[src/logic/smc_defs.svh]
// Constants of the supply mode and cutoff controller
`ifndef SMC_DEFS_SVH
`define SMC_DEFS_SVH

`define SMC_CLK_HZ      250_000_000
`define SMC_BAUD        9600
`define SMC_STAT_MS     500
`define SMC_REG_US      1000
`define SMC_LOWI_MA     16'h0064
`define SMC_VSTEP       16'h0001
`define SMC_PKT_PT      8'hC8
`define SMC_PKT_ADDR    8'h55
`define SMC_TBL_LEN     7'h44
`define SMC_PKT_LEN     7'h19

`define SMC_A_CTRL      6'h00
`define SMC_A_STATUS    6'h01
`define SMC_A_IRQ_STAT  6'h02
`define SMC_A_IRQ_MASK  6'h03
`define SMC_A_VOUT0     6'h04
`define SMC_A_ILIM0     6'h08

`define SMC_CTRL_EN     2:0
`define SMC_CTRL_EXEMPT 5:3
`define SMC_CTRL_LOWI   8:6
`define SMC_CTRL_CUTEN  9
`define SMC_CTRL_THR    31:16

`define SMC_IRQ_BIN     0
`define SMC_IRQ_TXT     1
`define SMC_IRQ_CUT     2
`define SMC_IRQ_CREG    3

`define SMC_RST_VTGT    16'h01F4
`define SMC_RST_ILIM    16'h09C4

`endif

[src/logic/smc_pkg.sv]
// Types of the supply mode and cutoff controller
`include "smc_defs.svh"
package smc_pkg;
  typedef enum logic [1:0] {SMC_OFF, SMC_VOLTAGE_REGULATING, SMC_CURRENT_REGULATING} smc_chst_t;
  typedef enum logic [1:0] {SMC_RX_IDLE, SMC_RX_START, SMC_RX_DATA, SMC_RX_STOP} smc_rx_t;
  typedef enum logic [1:0] {SMC_MSG_IDLE, SMC_MSG_TABLE, SMC_MSG_PKT} smc_msg_t;

  typedef struct packed {
    logic        hsel;
    logic [31:0] haddr;
    logic [1:0]  htrans;
    logic        hwrite;
    logic [2:0]  hsize;
    logic        hready;
    logic [31:0] hwdata;
  } smc_ahb_req_t;

  typedef struct packed {
    logic [31:0] hrdata;
    logic        hreadyout;
    logic        hresp;
  } smc_ahb_rsp_t;

  typedef struct packed {
    logic [15:0]      vin;
    logic [2:0][15:0] vout;
    logic [2:0][15:0] iout;
  } smc_meas_t;

  typedef struct packed {
    logic             mode_bin;
    logic [1:0]       match;
    logic             rx_s1;
    logic             rx_s2;
    smc_rx_t          rx_st;
    logic [15:0]      rx_cnt;
    logic [2:0]       rx_bit;
    logic [7:0]       rx_sh;
    logic             tx_busy;
    logic [15:0]      tx_cnt;
    logic [3:0]       tx_bit;
    logic [9:0]       tx_sh;
    logic             tx_line;
    smc_msg_t         msg;
    logic [6:0]       msg_idx;
    logic [15:0]      csum;
    logic [26:0]      stat_tmr;
    logic [19:0]      reg_tmr;
    logic [31:0]      cmd_word;
    logic [1:0]       cmd_chan;
    logic [15:0]      cmd_val;
    logic [1:0]       cmd_frac;
    logic             cmd_dot;
    logic             cmd_arg;
    logic [2:0]       en;
    logic [2:0]       exempt;
    logic [2:0]       lowi;
    logic             cut_en;
    logic [15:0]      cut_thr;
    logic             cutoff;
    logic [2:0]       out_en;
    logic [2:0][15:0] vtgt;
    logic [2:0][15:0] ilim;
    logic [2:0][15:0] vset;
    smc_chst_t [2:0]  chst;
    logic [3:0]       irq_st;
    logic [3:0]       irq_mask;
    logic             irq;
    logic             ahb_wr;
    logic [5:0]       ahb_idx;
    logic [31:0]      hrdata;
    logic             hready;
  } smc_st_t;
endpackage

[src/logic/smc_ctrl.sv]
// Supply mode switching, serial status, cutoff and current regulation
`include "smc_defs.svh"
module smc_ctrl #(
  parameter int BAUD_DIV = `SMC_CLK_HZ / `SMC_BAUD,
  parameter int STAT_DIV = (`SMC_CLK_HZ / 1000) * `SMC_STAT_MS,
  parameter int REG_DIV  = (`SMC_CLK_HZ / 1_000_000) * `SMC_REG_US
) (
  input  wire logic                  sys_clk,
  input  wire logic                  rst,
  input  wire smc_pkg::smc_ahb_req_t ahb_req,
  output smc_pkg::smc_ahb_rsp_t      ahb_rsp,
  input  wire logic                  uart_rx,
  output logic                       uart_tx,
  input  wire smc_pkg::smc_meas_t    meas,
  output logic [2:0]                 out_en,
  output logic [2:0][15:0]           out_vset,
  output smc_pkg::smc_chst_t [2:0]   out_state,
  output logic                       sleep,
  output logic                       irq
);
  if (BAUD_DIV < 16 || BAUD_DIV > 65535) $error("BAUD_DIV out of range");
  if (STAT_DIV < 2 || STAT_DIV > 134217727) $error("STAT_DIV out of range");
  if (REG_DIV < 2 || REG_DIV > 1048575) $error("REG_DIV out of range");

  localparam logic [15:0] BDIV  = 16'(BAUD_DIV - 1);
  localparam logic [15:0] BHALF = 16'(BAUD_DIV / 2);
  localparam logic [26:0] SDIV  = 27'(STAT_DIV - 1);
  localparam logic [19:0] RDIV  = 20'(REG_DIV - 1);

  smc_pkg::smc_st_t q;
  smc_pkg::smc_st_t d;

  function automatic logic [7:0] hexc(input logic [15:0] v, input int k);
    logic [3:0] n;
    n = 4'(v >> (4 * (3 - k)));
    return (n < 4'hA) ? 8'h30 + {4'h0, n} : 8'h37 + {4'h0, n};
  endfunction

  function automatic logic [7:0] stc(input smc_pkg::smc_chst_t s);
    case (s)
      smc_pkg::SMC_VOLTAGE_REGULATING: return 8'h56;
      smc_pkg::SMC_CURRENT_REGULATING: return 8'h43;
      default:                         return 8'h4F;
    endcase
  endfunction

  // Readable table: header line plus one 20-byte line per output
  function automatic logic [7:0] tbl_byte(input smc_pkg::smc_st_t s, input smc_pkg::smc_meas_t m,
                                          input logic [6:0] idx);
    logic [6:0] rel;
    int         ch;
    int         p;
    rel = idx - 7'h08;
    ch  = int'(rel) / 20;
    p   = int'(rel) % 20;
    if (idx < 7'h08) begin
      case (idx)
        7'h00:   return 8'h49;
        7'h01:   return 8'h20;
        7'h06:   return 8'h0D;
        7'h07:   return 8'h0A;
        default: return hexc(m.vin, int'(idx) - 2);
      endcase
    end
    if (ch > 2) begin
      return 8'h20;
    end
    case (p)
      0:       return 8'h31 + 8'(ch);
      1, 6,
      16:      return 8'h20;
      2, 3,
      4, 5:    return hexc(m.vout[ch], p - 2);
      7, 8,
      9, 10:   return hexc(m.iout[ch], p - 7);
      11:      return 8'h2F;
      12, 13,
      14, 15:  return hexc(s.ilim[ch], p - 12);
      17:      return stc(s.chst[ch]);
      18:      return 8'h0D;
      default: return 8'h0A;
    endcase
  endfunction

  // Status packet: start sequence, type, address, data, checksum
  function automatic logic [7:0] pkt_byte(input smc_pkg::smc_st_t s, input smc_pkg::smc_meas_t m,
                                          input logic [6:0] idx);
    int ch;
    int p;
    ch = (int'(idx) - 7) / 5;
    p  = (int'(idx) - 7) % 5;
    case (idx)
      7'h00: return 8'h73;
      7'h01: return 8'h6E;
      7'h02: return 8'h70;
      7'h03: return `SMC_PKT_PT;
      7'h04: return `SMC_PKT_ADDR;
      7'h05: return m.vin[15:8];
      7'h06: return m.vin[7:0];
      7'h16: return {2'h0, s.exempt, s.cutoff, s.mode_bin, s.cut_en};
      7'h17: return s.csum[15:8];
      7'h18: return s.csum[7:0];
      default: begin
        if (ch > 2) begin
          return 8'h00;
        end
        case (p)
          0:       return m.vout[ch][15:8];
          1:       return m.vout[ch][7:0];
          2:       return m.iout[ch][15:8];
          3:       return m.iout[ch][7:0];
          default: return {6'h00, s.chst[ch]};
        endcase
      end
    endcase
  endfunction

  always_comb begin
    logic        rx_done;
    logic [7:0]  b;
    logic [7:0]  txb;
    logic        rd;
    logic [31:0] rdat;
    logic [3:0]  ev;
    logic [31:0] sc;
    logic [15:0] lim;
    logic [1:0]  nch;
    d       = q;
    rx_done = 1'b0;
    b       = q.rx_sh;
    txb     = 8'h00;
    rd      = 1'b0;
    rdat    = 32'h0000_0000;
    ev      = 4'h0;
    sc      = 32'h0000_0000;
    lim     = 16'h0000;
    nch     = 2'h0;

    // Receiver, 8N1, mid-bit sampling
    d.rx_s1 = uart_rx;
    d.rx_s2 = q.rx_s1;
    d.rx_cnt = q.rx_cnt + 16'h0001;
    case (q.rx_st)
      smc_pkg::SMC_RX_IDLE: begin
        d.rx_cnt = 16'h0000;
        if (!q.rx_s2) begin
          d.rx_st = smc_pkg::SMC_RX_START;
        end
      end
      smc_pkg::SMC_RX_START: begin
        if (q.rx_cnt == BHALF) begin
          d.rx_cnt = 16'h0000;
          d.rx_bit = 3'h0;
          d.rx_st  = q.rx_s2 ? smc_pkg::SMC_RX_IDLE : smc_pkg::SMC_RX_DATA;
        end
      end
      smc_pkg::SMC_RX_DATA: begin
        if (q.rx_cnt == BDIV) begin
          d.rx_cnt = 16'h0000;
          d.rx_sh  = {q.rx_s2, q.rx_sh[7:1]};
          d.rx_bit = q.rx_bit + 3'h1;
          if (q.rx_bit == 3'h7) begin
            d.rx_st = smc_pkg::SMC_RX_STOP;
          end
        end
      end
      default: begin
        if (q.rx_cnt == BDIV) begin
          d.rx_st = smc_pkg::SMC_RX_IDLE;
          rx_done = q.rx_s2;
        end
      end
    endcase

    if (rx_done) begin
      // Sequence matcher; a stray byte restarts it
      d.match = (b == 8'h3A) ? 2'h1 : 2'h0;
      if (q.match == 2'h1 && !q.mode_bin && b == 8'h62) begin
        d.match = 2'h2;
      end
      if (q.match == 2'h1 && q.mode_bin && b == 8'h78) begin
        d.mode_bin      = 1'b0;
        ev[`SMC_IRQ_TXT] = 1'b1;
      end
      if (q.match == 2'h2 && b == 8'h0D) begin
        d.mode_bin      = 1'b1;
        d.stat_tmr      = 27'h000_0000;
        ev[`SMC_IRQ_BIN] = 1'b1;
      end
      // Text command line parser, alive during sleep
      if (!q.mode_bin) begin
        if (b == 8'h0D) begin
          case (q.cmd_frac)
            2'h0:    sc = 32'(q.cmd_val) * 32'd100;
            2'h1:    sc = 32'(q.cmd_val) * 32'd10;
            default: sc = 32'(q.cmd_val);
          endcase
          nch = 2'(q.cmd_val - 16'h0001);
          if (q.cmd_word == 32'h0073_6574 && q.cmd_chan != 2'h3) begin
            d.vtgt[q.cmd_chan] = sc[15:0];
          end
          if (q.cmd_word == 32'h7365_7463 && q.cmd_chan != 2'h3) begin
            d.ilim[q.cmd_chan] = 16'(sc * 32'd10);
          end
          if (q.cmd_val >= 16'h0001 && q.cmd_val <= 16'h0003 && q.cmd_word == 32'h0000_656E) begin
            d.en[nch] = 1'b1;
          end
          if (q.cmd_val >= 16'h0001 && q.cmd_val <= 16'h0003 && q.cmd_word == 32'h0064_6973) begin
            d.en[nch] = 1'b0;
          end
          d.cmd_word = 32'h0000_0000;
          d.cmd_chan = 2'h3;
          d.cmd_val  = 16'h0000;
          d.cmd_frac = 2'h0;
          d.cmd_dot  = 1'b0;
          d.cmd_arg  = 1'b0;
          if (q.match != 2'h2 && q.msg == smc_pkg::SMC_MSG_IDLE) begin
            d.msg     = smc_pkg::SMC_MSG_TABLE;
            d.msg_idx = 7'h00;
          end
        end else if (b == 8'h20) begin
          d.cmd_arg = 1'b1;
        end else if (b == 8'h2E) begin
          d.cmd_dot = 1'b1;
        end else if (b >= 8'h30 && b <= 8'h39) begin
          if (!q.cmd_arg) begin
            d.cmd_chan = (b >= 8'h31 && b <= 8'h33) ? 2'(b - 8'h31) : 2'h3;
          end else if (!(q.cmd_dot && q.cmd_frac == 2'h2)) begin
            d.cmd_val = 16'(32'(q.cmd_val) * 32'd10 + 32'(b - 8'h30));
            if (q.cmd_dot) begin
              d.cmd_frac = q.cmd_frac + 2'h1;
            end
          end
        end else if (!q.cmd_arg) begin
          d.cmd_word = {q.cmd_word[23:0], b};
        end
      end
    end

    // Periodic status packet in binary mode
    d.stat_tmr = (q.stat_tmr == SDIV || !q.mode_bin) ? 27'h000_0000 : q.stat_tmr + 27'h000_0001;
    if (q.mode_bin && q.stat_tmr == SDIV && q.msg == smc_pkg::SMC_MSG_IDLE) begin
      d.msg     = smc_pkg::SMC_MSG_PKT;
      d.msg_idx = 7'h00;
      d.csum    = 16'h0000;
    end

    // Transmitter, LSB first, idle high
    if (q.tx_busy) begin
      d.tx_cnt = q.tx_cnt + 16'h0001;
      if (q.tx_cnt == BDIV) begin
        d.tx_cnt  = 16'h0000;
        d.tx_sh   = {1'b1, q.tx_sh[9:1]};
        d.tx_line = q.tx_sh[1];
        d.tx_bit  = q.tx_bit + 4'h1;
        if (q.tx_bit == 4'h9) begin
          d.tx_busy = 1'b0;
          d.tx_line = 1'b1;
        end
      end
    end else if (q.msg != smc_pkg::SMC_MSG_IDLE) begin
      txb       = (q.msg == smc_pkg::SMC_MSG_PKT) ? pkt_byte(q, meas, q.msg_idx) : tbl_byte(q, meas, q.msg_idx);
      d.tx_sh   = {1'b1, txb, 1'b0};
      d.tx_line = 1'b0;
      d.tx_busy = 1'b1;
      d.tx_cnt  = 16'h0000;
      d.tx_bit  = 4'h0;
      d.csum    = (q.msg_idx < 7'h17) ? q.csum + {8'h00, txb} : q.csum;
      d.msg_idx = q.msg_idx + 7'h01;
      if (q.msg_idx == ((q.msg == smc_pkg::SMC_MSG_PKT) ? `SMC_PKT_LEN : `SMC_TBL_LEN) - 7'h01) begin
        d.msg = smc_pkg::SMC_MSG_IDLE;
      end
    end

    // Latched low input cutoff
    if (q.cut_en && meas.vin < q.cut_thr && !q.cutoff) begin
      d.cutoff         = 1'b1;
      ev[`SMC_IRQ_CUT] = 1'b1;
    end
    d.out_en = q.en & ~({3{q.cutoff}} & ~q.exempt);

    // Slow current limit loop per output
    d.reg_tmr = (q.reg_tmr == RDIV) ? 20'h0_0000 : q.reg_tmr + 20'h0_0001;
    for (int i = 0; i < 3; i++) begin
      lim = (q.lowi[i] && q.ilim[i] > `SMC_LOWI_MA) ? `SMC_LOWI_MA : q.ilim[i];
      if (!q.out_en[i]) begin
        d.vset[i] = q.vtgt[i];
        d.chst[i] = smc_pkg::SMC_OFF;
      end else if (q.reg_tmr == RDIV) begin
        if (meas.iout[i] > lim) begin
          d.vset[i] = (q.vset[i] > `SMC_VSTEP) ? q.vset[i] - `SMC_VSTEP : 16'h0000;
          d.chst[i] = smc_pkg::SMC_CURRENT_REGULATING;
        end else if (q.vset[i] < q.vtgt[i]) begin
          d.vset[i] = q.vset[i] + `SMC_VSTEP;
          d.chst[i] = smc_pkg::SMC_CURRENT_REGULATING;
        end else begin
          d.vset[i] = q.vtgt[i];
          d.chst[i] = smc_pkg::SMC_VOLTAGE_REGULATING;
        end
      end else if (q.chst[i] == smc_pkg::SMC_OFF) begin
        d.chst[i] = smc_pkg::SMC_VOLTAGE_REGULATING;
      end
      if (d.chst[i] == smc_pkg::SMC_CURRENT_REGULATING && q.chst[i] != smc_pkg::SMC_CURRENT_REGULATING) begin
        ev[`SMC_IRQ_CREG] = 1'b1;
      end
    end

    // Bus slave, zero wait states
    d.hready = 1'b1;
    d.ahb_wr = 1'b0;
    if (ahb_req.hsel && ahb_req.hready && ahb_req.htrans[1]) begin
      d.ahb_wr  = ahb_req.hwrite;
      d.ahb_idx = ahb_req.haddr[7:2];
      rd        = !ahb_req.hwrite;
    end
    case (ahb_req.haddr[7:2])
      `SMC_A_CTRL:     rdat = {q.cut_thr, 6'h00, q.cut_en, q.lowi, q.exempt, q.en};
      `SMC_A_STATUS:   rdat = {21'h00_0000, q.chst, q.out_en, q.cutoff, q.mode_bin};
      `SMC_A_IRQ_STAT: rdat = {28'h000_0000, q.irq_st};
      `SMC_A_IRQ_MASK: rdat = {28'h000_0000, q.irq_mask};
      6'h04, 6'h05,
      6'h06:           rdat = {q.vset[ahb_req.haddr[3:2]], q.vtgt[ahb_req.haddr[3:2]]};
      6'h08, 6'h09,
      6'h0A:           rdat = {meas.iout[ahb_req.haddr[3:2]], q.ilim[ahb_req.haddr[3:2]]};
      default:         rdat = 32'h0000_0000;
    endcase
    d.hrdata = rd ? rdat : q.hrdata;
    if (q.ahb_wr) begin
      case (q.ahb_idx)
        `SMC_A_CTRL: begin
          d.en      = ahb_req.hwdata[`SMC_CTRL_EN];
          d.exempt  = ahb_req.hwdata[`SMC_CTRL_EXEMPT];
          d.lowi    = ahb_req.hwdata[`SMC_CTRL_LOWI];
          d.cut_en  = ahb_req.hwdata[`SMC_CTRL_CUTEN];
          d.cut_thr = ahb_req.hwdata[`SMC_CTRL_THR];
        end
        `SMC_A_IRQ_MASK: d.irq_mask = ahb_req.hwdata[3:0];
        6'h04, 6'h05,
        6'h06:           d.vtgt[q.ahb_idx[1:0]] = ahb_req.hwdata[15:0];
        6'h08, 6'h09,
        6'h0A:           d.ilim[q.ahb_idx[1:0]] = ahb_req.hwdata[15:0];
        default:         d.irq_mask = q.irq_mask;
      endcase
    end

    // Read clears status; a new event wins
    d.irq_st = ((rd && ahb_req.haddr[7:2] == `SMC_A_IRQ_STAT) ? 4'h0 : q.irq_st) | ev;
    d.irq    = |(d.irq_st & d.irq_mask);
  end

  always_ff @(posedge sys_clk or posedge rst) begin
    if (rst) begin
      q          <= '0;
      q.mode_bin <= 1'b0;
      q.rx_s1    <= 1'b1;
      q.rx_s2    <= 1'b1;
      q.tx_line  <= 1'b1;
      q.tx_sh    <= 10'h3FF;
      q.cmd_chan <= 2'h3;
      q.vtgt     <= {3{`SMC_RST_VTGT}};
      q.vset     <= {3{`SMC_RST_VTGT}};
      q.ilim     <= {3{`SMC_RST_ILIM}};
      q.hready   <= 1'b1;
    end else begin
      q <= d;
    end
  end

  assign ahb_rsp   = '{hrdata: q.hrdata, hreadyout: q.hready, hresp: q.irq & 1'b0};
  assign uart_tx   = q.tx_line;
  assign out_en    = q.out_en;
  assign out_vset  = q.vset;
  assign out_state = q.chst;
  assign sleep     = q.cutoff;
  assign irq       = q.irq;
endmodule

[config.mk]
export PLATFORM = sky130hd
export DESIGN_NAME = smc_ctrl
export DESIGN_NICKNAME = d
export VERILOG_FILES = /design/src/logic/smc_pkg.sv /design/src/logic/smc_ctrl.sv
export VERILOG_INCLUDE_DIRS = /design/src /design/src/logic
export SDC_FILE = /design/constraint.sdc
export NUM_CORES = 2
export LEC_CHECK = 0
export BUFFER_PORTS_ARGS = -buffer_cell sky130_fd_sc_hd__clkbuf_2
export CAP_MARGIN = 20
export CORE_MARGIN = 4
export CORE_UTILIZATION = 50
export CTS_CLUSTER_SIZE = 14
export DETAILED_ROUTE_END_ITERATION = 10
export MAX_ROUTING_LAYER = met4
export PLACE_DENSITY = 0.65
export REMOVE_ABC_BUFFERS = 1
export SLEW_MARGIN = 0
export SYNTH_ARGS = -nofsm -noshare
export SYNTH_HDL_FRONTEND = slang
export SYNTH_SLANG_ARGS = --single-unit
[constraint.sdc]
create_clock -name sys_clk -period 22.5 [get_ports sys_clk]
set_input_delay 4.5 -clock sys_clk [delete_from_list [all_inputs] [get_ports sys_clk]]
set_output_delay 4.5 -clock sys_clk [all_outputs]
set_load 0.03 [all_outputs]
## Word level (Yosys, flattened, before mapping)

Cells that the tools add are included.

| word-level totals | value |
|---|---|
| flip-flop bits (word level) | 420 |
| input bits | 187 |
| output and inout port bits | 94 |
| word-level logic and storage cells | 501 |

| operators by class | value |
|---|---|
| add/sub/neg operators | 39 |
| multipliers | 3 |
| divide/modulo/power cells | 4 |
| magnitude comparators | 36 |
| equality and inequality tests | 96 |
| shift operators | 4 |
| mux-type cells | 182 |
| bitwise logic cells | 10 |
| reductions and logical operators | 78 |

Operator list:

| kind | number |
|---|---|
| $mux 16 | 35 |
| $mux 96 | 4 |
| $bmux 16 s2 | 9 |
| $eq 32x4->1 const B | 8 |
| $mux 32 | 7 |
| $bwmux 48 | 4 |
| $mux 48 | 4 |
| $pmux 32 s6 | 1 |
| $eq 32x2->1 const B | 4 |
| $eq 32x3->1 const B | 4 |
| $shr 16x32->4 | 4 |
| $eq 32x5->1 const B | 3 |
| $sub 3x30->30 const A | 3 |
| $mux 8 | 11 |
| $add 16x1->16 const B | 5 |
| $pmux 8 s10 | 1 |
| $demux 16 s2 | 2 |
| $eq 32x1->1 const B | 2 |
| $eq 32x23->1 const B | 2 |
| $gt 32x3->1 const B | 2 |
| $logic_not 32->1 | 2 |
| $lt 16x16->1 | 4 |
| $lt 32x4->1 const B | 2 |
| $pmux 8 s8 | 1 |
| other kinds (115) | 328 |

## Logic depth before layout (Yosys ltp)

| logic depth | value |
|---|---|
| depth after elaboration | 18 |
| gate-level depth with buffers | 50 |
| mapped depth without buffers | 43 |

## Least setup slack after synthesis

No wires, ideal clock.

| timing path | value |
|---|---|
| path kind | flip-flop to flip-flop |
| start | register q[346] (netlist name) |
| end | register q[345] (netlist name) |
| library setup time | 0.132 ns |
| arrival | 9.418 ns |
| data required time | 22.368 ns |
| path slack | 12.951 ns |
| cell stages (with the launch flop) | 45 |
| buffers on the path | 5 |
| clock period less this slack | 9.549 ns |
| cells stage by stage | dfrtp_1 > buf_2 > buf_1 > inv_2 > clkbuf_1 > ha_1 > nand2b_1 > nor2_1 > a41oi_2 > nor2_1 > nand2_1 > o21ai_0 > inv_1 > ha_1 > o31a_1 > nor4_1 > nor2_1 > ha_1 > [9 not listed] > nand2_1 > nand2_1 > o41a_1 > and4_1 > o31a_1 > ha_1 > a21o_1 > a21oi_1 > o21bai_1 > a21oi_1 > o21bai_1 > a21oi_1 > inv_1 > a21oi_1 > nor2_1 > nand3_1 > xor2_1 > nor2_1 |

| between the ends | value |
|---|---|
| cells in the longest elaborated chain, start to end | 18 |
| elaborated cells on any way between the ends | 131 |
| classes of those cells | add/sub: 20; div: 4; order compare: 8; eq/ne: 34; shift: 4; mux: 54; reduce/logical: 7 |

RTL lines:

| element | RTL line | source |
|---|---|---|
| start: declaration | smc_ctrl.sv:30 | `smc_pkg::smc_st_t q;` |
| parallel branches: the longest is 18 deep, another holds $div 32x4->32 | - |  |

Several ways; the timed one is not identified. The select of a mux whose other input is x is not followed.
A chain may end at the register's enable or synchronous reset.

## Worst setup path in the final report

| timing path | value |
|---|---|
| start | register q[349] (netlist name) |
| end | register q[343] (netlist name) |

Same word-level chain as after synthesis.

==> impl_results.rst <==
.. list-table::
   :header-rows: 1

   * - Metric
     - Value
   * - Status
     - completed
   * - Number of buffers added by the clock tree synthesis step
     - 50
   * - Endpoint required time on the critical path
     - 22.97 ns
   * - # Max-Cap Violations
     - 0
   * - Highest ir drop seen on vdd
     - 70.0 uV
   * - Slack of the worst reg-to-reg path
     - 10.45 ns
   * - Actual transition at the worst max-transition pin
     - 1.16 ns
   * - Pins Over Slew Limit
     - 0
   * - Worst hold stages
     - 0
   * - Share of total power in the clock network
     - 0.326
   * - Combinational share of power
     - 0.288
   * - Routed WL per cell
     - 24.1 um
   * - Shortest clock period the worst path allows after layout
     - 12.05 ns
   * - Static power due to leakage
     - 18.2 nW
   * - Worst hold endpoint
     - q[416]$_DFF_PP1_
   * - Number of enable-type register cells in the synthesized netlist
     - 0
   * - Final worst-path cycle share
     - 0.536
   * - Die area
     - 79,300 sq um
   * - Clock Latency Late Sink
     - 0.63 ns
   * - Maximum fanout encountered on the critical timing path
     - 45
   * - Root Driver
     - sky130_fd_sc_hd__clkbuf_16
   * - Core Rows
     - 100
   * - Total clock sinks
     - 419
   * - Dominant cells by area after synthesis
     - sky130_fd_sc_hd__dfrtp_1, sky130_fd_sc_hd__ha_1, sky130_fd_sc_hd__nand2_1
   * - Number of hold buffers added after CTS
     - 0
   * - Standard cell with the maximum stage delay on the critical path
     - sky130_fd_sc_hd__nor3b_4
   * - Placed cell areas
     - 38,700 sq um
   * - Internal power
     - 0.00158 W
   * - Arrival time of the worst setup path
     - 12.53 ns
   * - Initial antenna violation count
     - 4
   * - Path type of the worst min-delay path
     - flip-flop to flip-flop
   * - Library cells used by synthesis
     - 133
   * - Highest-count cells in the layout ignoring fill and taps
     - sky130_fd_sc_hd__nand2_1, sky130_fd_sc_hd__nor2_1, sky130_fd_sc_hd__o21ai_0
   * - Vias in the first global route
     - 32,700
   * - Gr usage total
     - 0.337
   * - Sw Pwr
     - 0.000952 W
   * - Sequential share of the synthesized area
     - 0.282
   * - Proportion of layout cells with a drive suffix above 1
     - 0.144
   * - Initial core utilization
     - 0.504
   * - Number of cells produced by synthesis
     - 4,520
   * - Post-synth top flop
     - sky130_fd_sc_hd__dfrtp_1
   * - I/O pin total
     - 281
   * - R2R depth
     - 42
   * - Buffers added on ports
     - 248
   * - Async set or reset register ratio after synthesis
     - 1.00
   * - P per Cell Area
     - 62.6 nW/um^2
   * - Buffers from clock root to sink, at most
     - 3
   * - Fraction of synthesized cell area taken by the top area cell type
     - 0.237
   * - Final setup violation count
     - 0
   * - Floorplan die height
     - 282 um
   * - Final std cell area, no fill
     - 40,400 sq um
   * - Avg Synthesized Cell Area
     - 8.28 sq um
   * - Final-report hold violation count
     - 0
   * - First-pass GRT wire length
     - 202 mm
   * - Detailed-route wire length
     - 134 mm
   * - Max transition margin
     - 0.222
   * - Area added between synthesis and finish
     - 7.86%
   * - Core region area
     - 74,300 sq um
   * - Yosys warning total
     - 0
   * - Maximum number of pins on one net before global-route repair
     - 151
   * - Number of cells in the design after placement
     - 5,454
   * - Total congestion overflow
     - 0
   * - Post-route clock skew
     - 0.0392 ns
   * - Setup Total Neg Slack
     - 0 ns
   * - Fraction of power consumed by sequential logic
     - 0.387
   * - Achievable Freq
     - 0.0830 GHz
   * - Initial DRC Count
     - 3,767
   * - Post-CTS Repair Setup Buffers
     - 0
   * - # H-tree levels
     - 2
   * - R2r startpoint
     - q[349]$_DFF_PP0_
   * - Worst r2r dst
     - q[343]$_DFFE_PP0P_
   * - Chip width
     - 282 um
   * - Startpoint-to-endpoint class of the critical path
     - flip-flop to flip-flop
   * - Number of nets in the layout
     - 5,014
   * - Sort of element at the start of the critical path
     - flip-flop
   * - Clock tree from TritonCTS
     - done
   * - Min-delay src
     - d[416]$_DFF_PP1_
   * - Average via count per standard cell
     - 6.34
   * - Routability congestion estimate from global placement
     - 1.03
   * - Number of gates given a new drive strength after cts
     - 0
   * - Half-perimeter wire length after detailed placement
     - 99.7 mm
   * - FF+latch count, synth
     - 419
   * - Crit-path max cell delay
     - 0.78 ns
   * - Via count
     - 35,200
   * - # fillers
     - 7,067
   * - Cell accounting for the most synthesized area
     - sky130_fd_sc_hd__dfrtp_1
   * - Nature of the critical path endpoint
     - flip-flop
   * - Most common cell after layout, fill and taps aside
     - sky130_fd_sc_hd__nand2_1
   * - Number of cells in the finished layout apart from fillers
     - 5,554
   * - Setup repair after global routing missed its margin
     - no
   * - Cell area after technology mapping
     - 37,400 sq um
   * - Clock-pin slew on the worst setup and hold paths
     - 0.06 ns
   * - Length of the first detailed-routing pass in iterations
     - 6
   * - Count of antenna-violating nets left after detailed routing
     - 0
   * - Sw Share
     - 0.377
   * - DRC violations left
     - 0
-- how the worst max path moves through the flow --
stage,startpoint,cells after the start,end
after floorplan,rst,1,ahb_rsp[10]$_DFFE_PP0P_
after global placement,q[349]$_DFF_PP0_,42,q[345]$_DFFE_PP0P_
after detailed placement,q[349]$_DFF_PP0_,42,q[345]$_DFFE_PP0P_
after CTS,q[349]$_DFF_PP0_,42,q[343]$_DFFE_PP0P_
after global routing,q[349]$_DFF_PP0_,42,q[345]$_DFFE_PP0P_
final,q[349]$_DFF_PP0_,42,q[343]$_DFFE_PP0P_
-- synthesized netlist by cell type (32+ instances only) --
master and instances:
sky130_fd_sc_hd__nor4_1 37, sky130_fd_sc_hd__dfstp_2 65, sky130_fd_sc_hd__mux2_2 46, sky130_fd_sc_hd__buf_4 99, sky130_fd_sc_hd__o22ai_1 55, sky130_fd_sc_hd__nand2_1 493, sky130_fd_sc_hd__o21ai_0 360, sky130_fd_sc_hd__clkbuf_1 193
sky130_fd_sc_hd__nor2_1 384, sky130_fd_sc_hd__o211ai_1 32, sky130_fd_sc_hd__dfrtp_1 354, sky130_fd_sc_hd__xnor2_1 120, sky130_fd_sc_hd__a21oi_1 341, sky130_fd_sc_hd__mux2i_1 174, sky130_fd_sc_hd__and3_1 54, sky130_fd_sc_hd__or3_1 34
sky130_fd_sc_hd__nand3_1 131, sky130_fd_sc_hd__inv_1 219, sky130_fd_sc_hd__mux4_2 41, sky130_fd_sc_hd__nand2b_1 44, sky130_fd_sc_hd__nor3_1 103, sky130_fd_sc_hd__a22o_1 51, sky130_fd_sc_hd__nand4_1 43, sky130_fd_sc_hd__a21o_1 57
sky130_fd_sc_hd__nor2b_1 36, sky130_fd_sc_hd__xor2_1 75, sky130_fd_sc_hd__ha_1 277
-- through the flow --
stage | hold WS [ns] | util | power, W | worst slack, ns
2_1_floorplan | 0.345 | - | 0.00142 | 6.44
3_3_place_gp | 0.351 | 0.520 | 0.00168 | 10.77
3_5_place_dp | 0.351 | 0.521 | 0.00169 | 10.76
4_1_cts | 0.360 | 0.543 | 0.00252 | 10.68
5_1_grt | 0.362 | 0.543 | 0.00264 | 9.53
6_report | 0.358 | 0.543 | 0.00253 | 10.45
-- final cells by class --
cell class / count / area (sq um) / area share
multi-input cells: 3529 / 24300 / 0.602
flip-flops and latches: 419 / 10600 / 0.262
repair buffers: 311 / 1770 / 0.0438
clock buffers: 68 / 1400 / 0.0347
well taps: 969 / 1210 / 0.0300
inverters: 227 / 862 / 0.0214
clock inverters: 24 / 225 / 0.00558
diodes: 7 / 17.5 / 0.000434
-- cell families (layout without fill, tap and decap cells) --
group                    after synthesis  in the layout  synth area share
flip-flops                           419            419             0.282
other                                  2              9          0.000201
AO/OA/AOI/OAI                       1291           1291             0.225
adder cells (fa/ha/maj)              290            290            0.0993
XOR/XNOR                             203            203            0.0497
AND/OR/NAND/NOR                     1481           1481             0.188
buffers and inverters                572            630            0.0702
multiplexers                         262            262            0.0855
-- power by group through the flow --
| stage | registers [W] | logic, W | clock network [W] |
|---|---|---|---|
| floorplan | 0.000972 | 0.000451 | 0 |
| global placement | 0.000981 | 0.000701 | 0 |
| detailed placement | 0.000982 | 0.000711 | 0 |
| CTS | 0.000970 | 0.000714 | 0.000835 |
| global route | 0.000982 | 0.000795 | 0.000868 |
| finish | 0.000977 | 0.000727 | 0.000824 |
-- flip-flops by register name (all words and copies together), names as in the netlist --
register and count:
uart_tx 1, ahb_rsp 32, out_en 3, out_vset 48, d 1, irq 1
out_state 6, q 326, sleep 1
-- per-layer routing --
metal | wire length [um] | GRT usage | vias to the layer above
met5 | 0 | - | -
met4 | 8200 | 0.170 | 0
met3 | 11600 | 0.0563 | 364
met2 | 57800 | 0.495 | 1635
met1 | 55900 | 0.451 | 16900
li1 | - | - | 16300
-- critical path, delay by kind of cell (launching register included) --
| family | cells | cell delay [ns] |
|---|---|---|
| AO/OA/AOI/OAI | 16 | 3.87 |
| XOR/XNOR | 1 | 0.15 |
| adder cells (fa/ha/maj) | 5 | 1.65 |
| buffers and inverters | 6 | 1.59 |
| flip-flops | 1 | 0.35 |
| multiplexers | 1 | 0.30 |
| AND/OR/NAND/NOR | 13 | 3.97 |
Power figures use the tool's default switching activity.
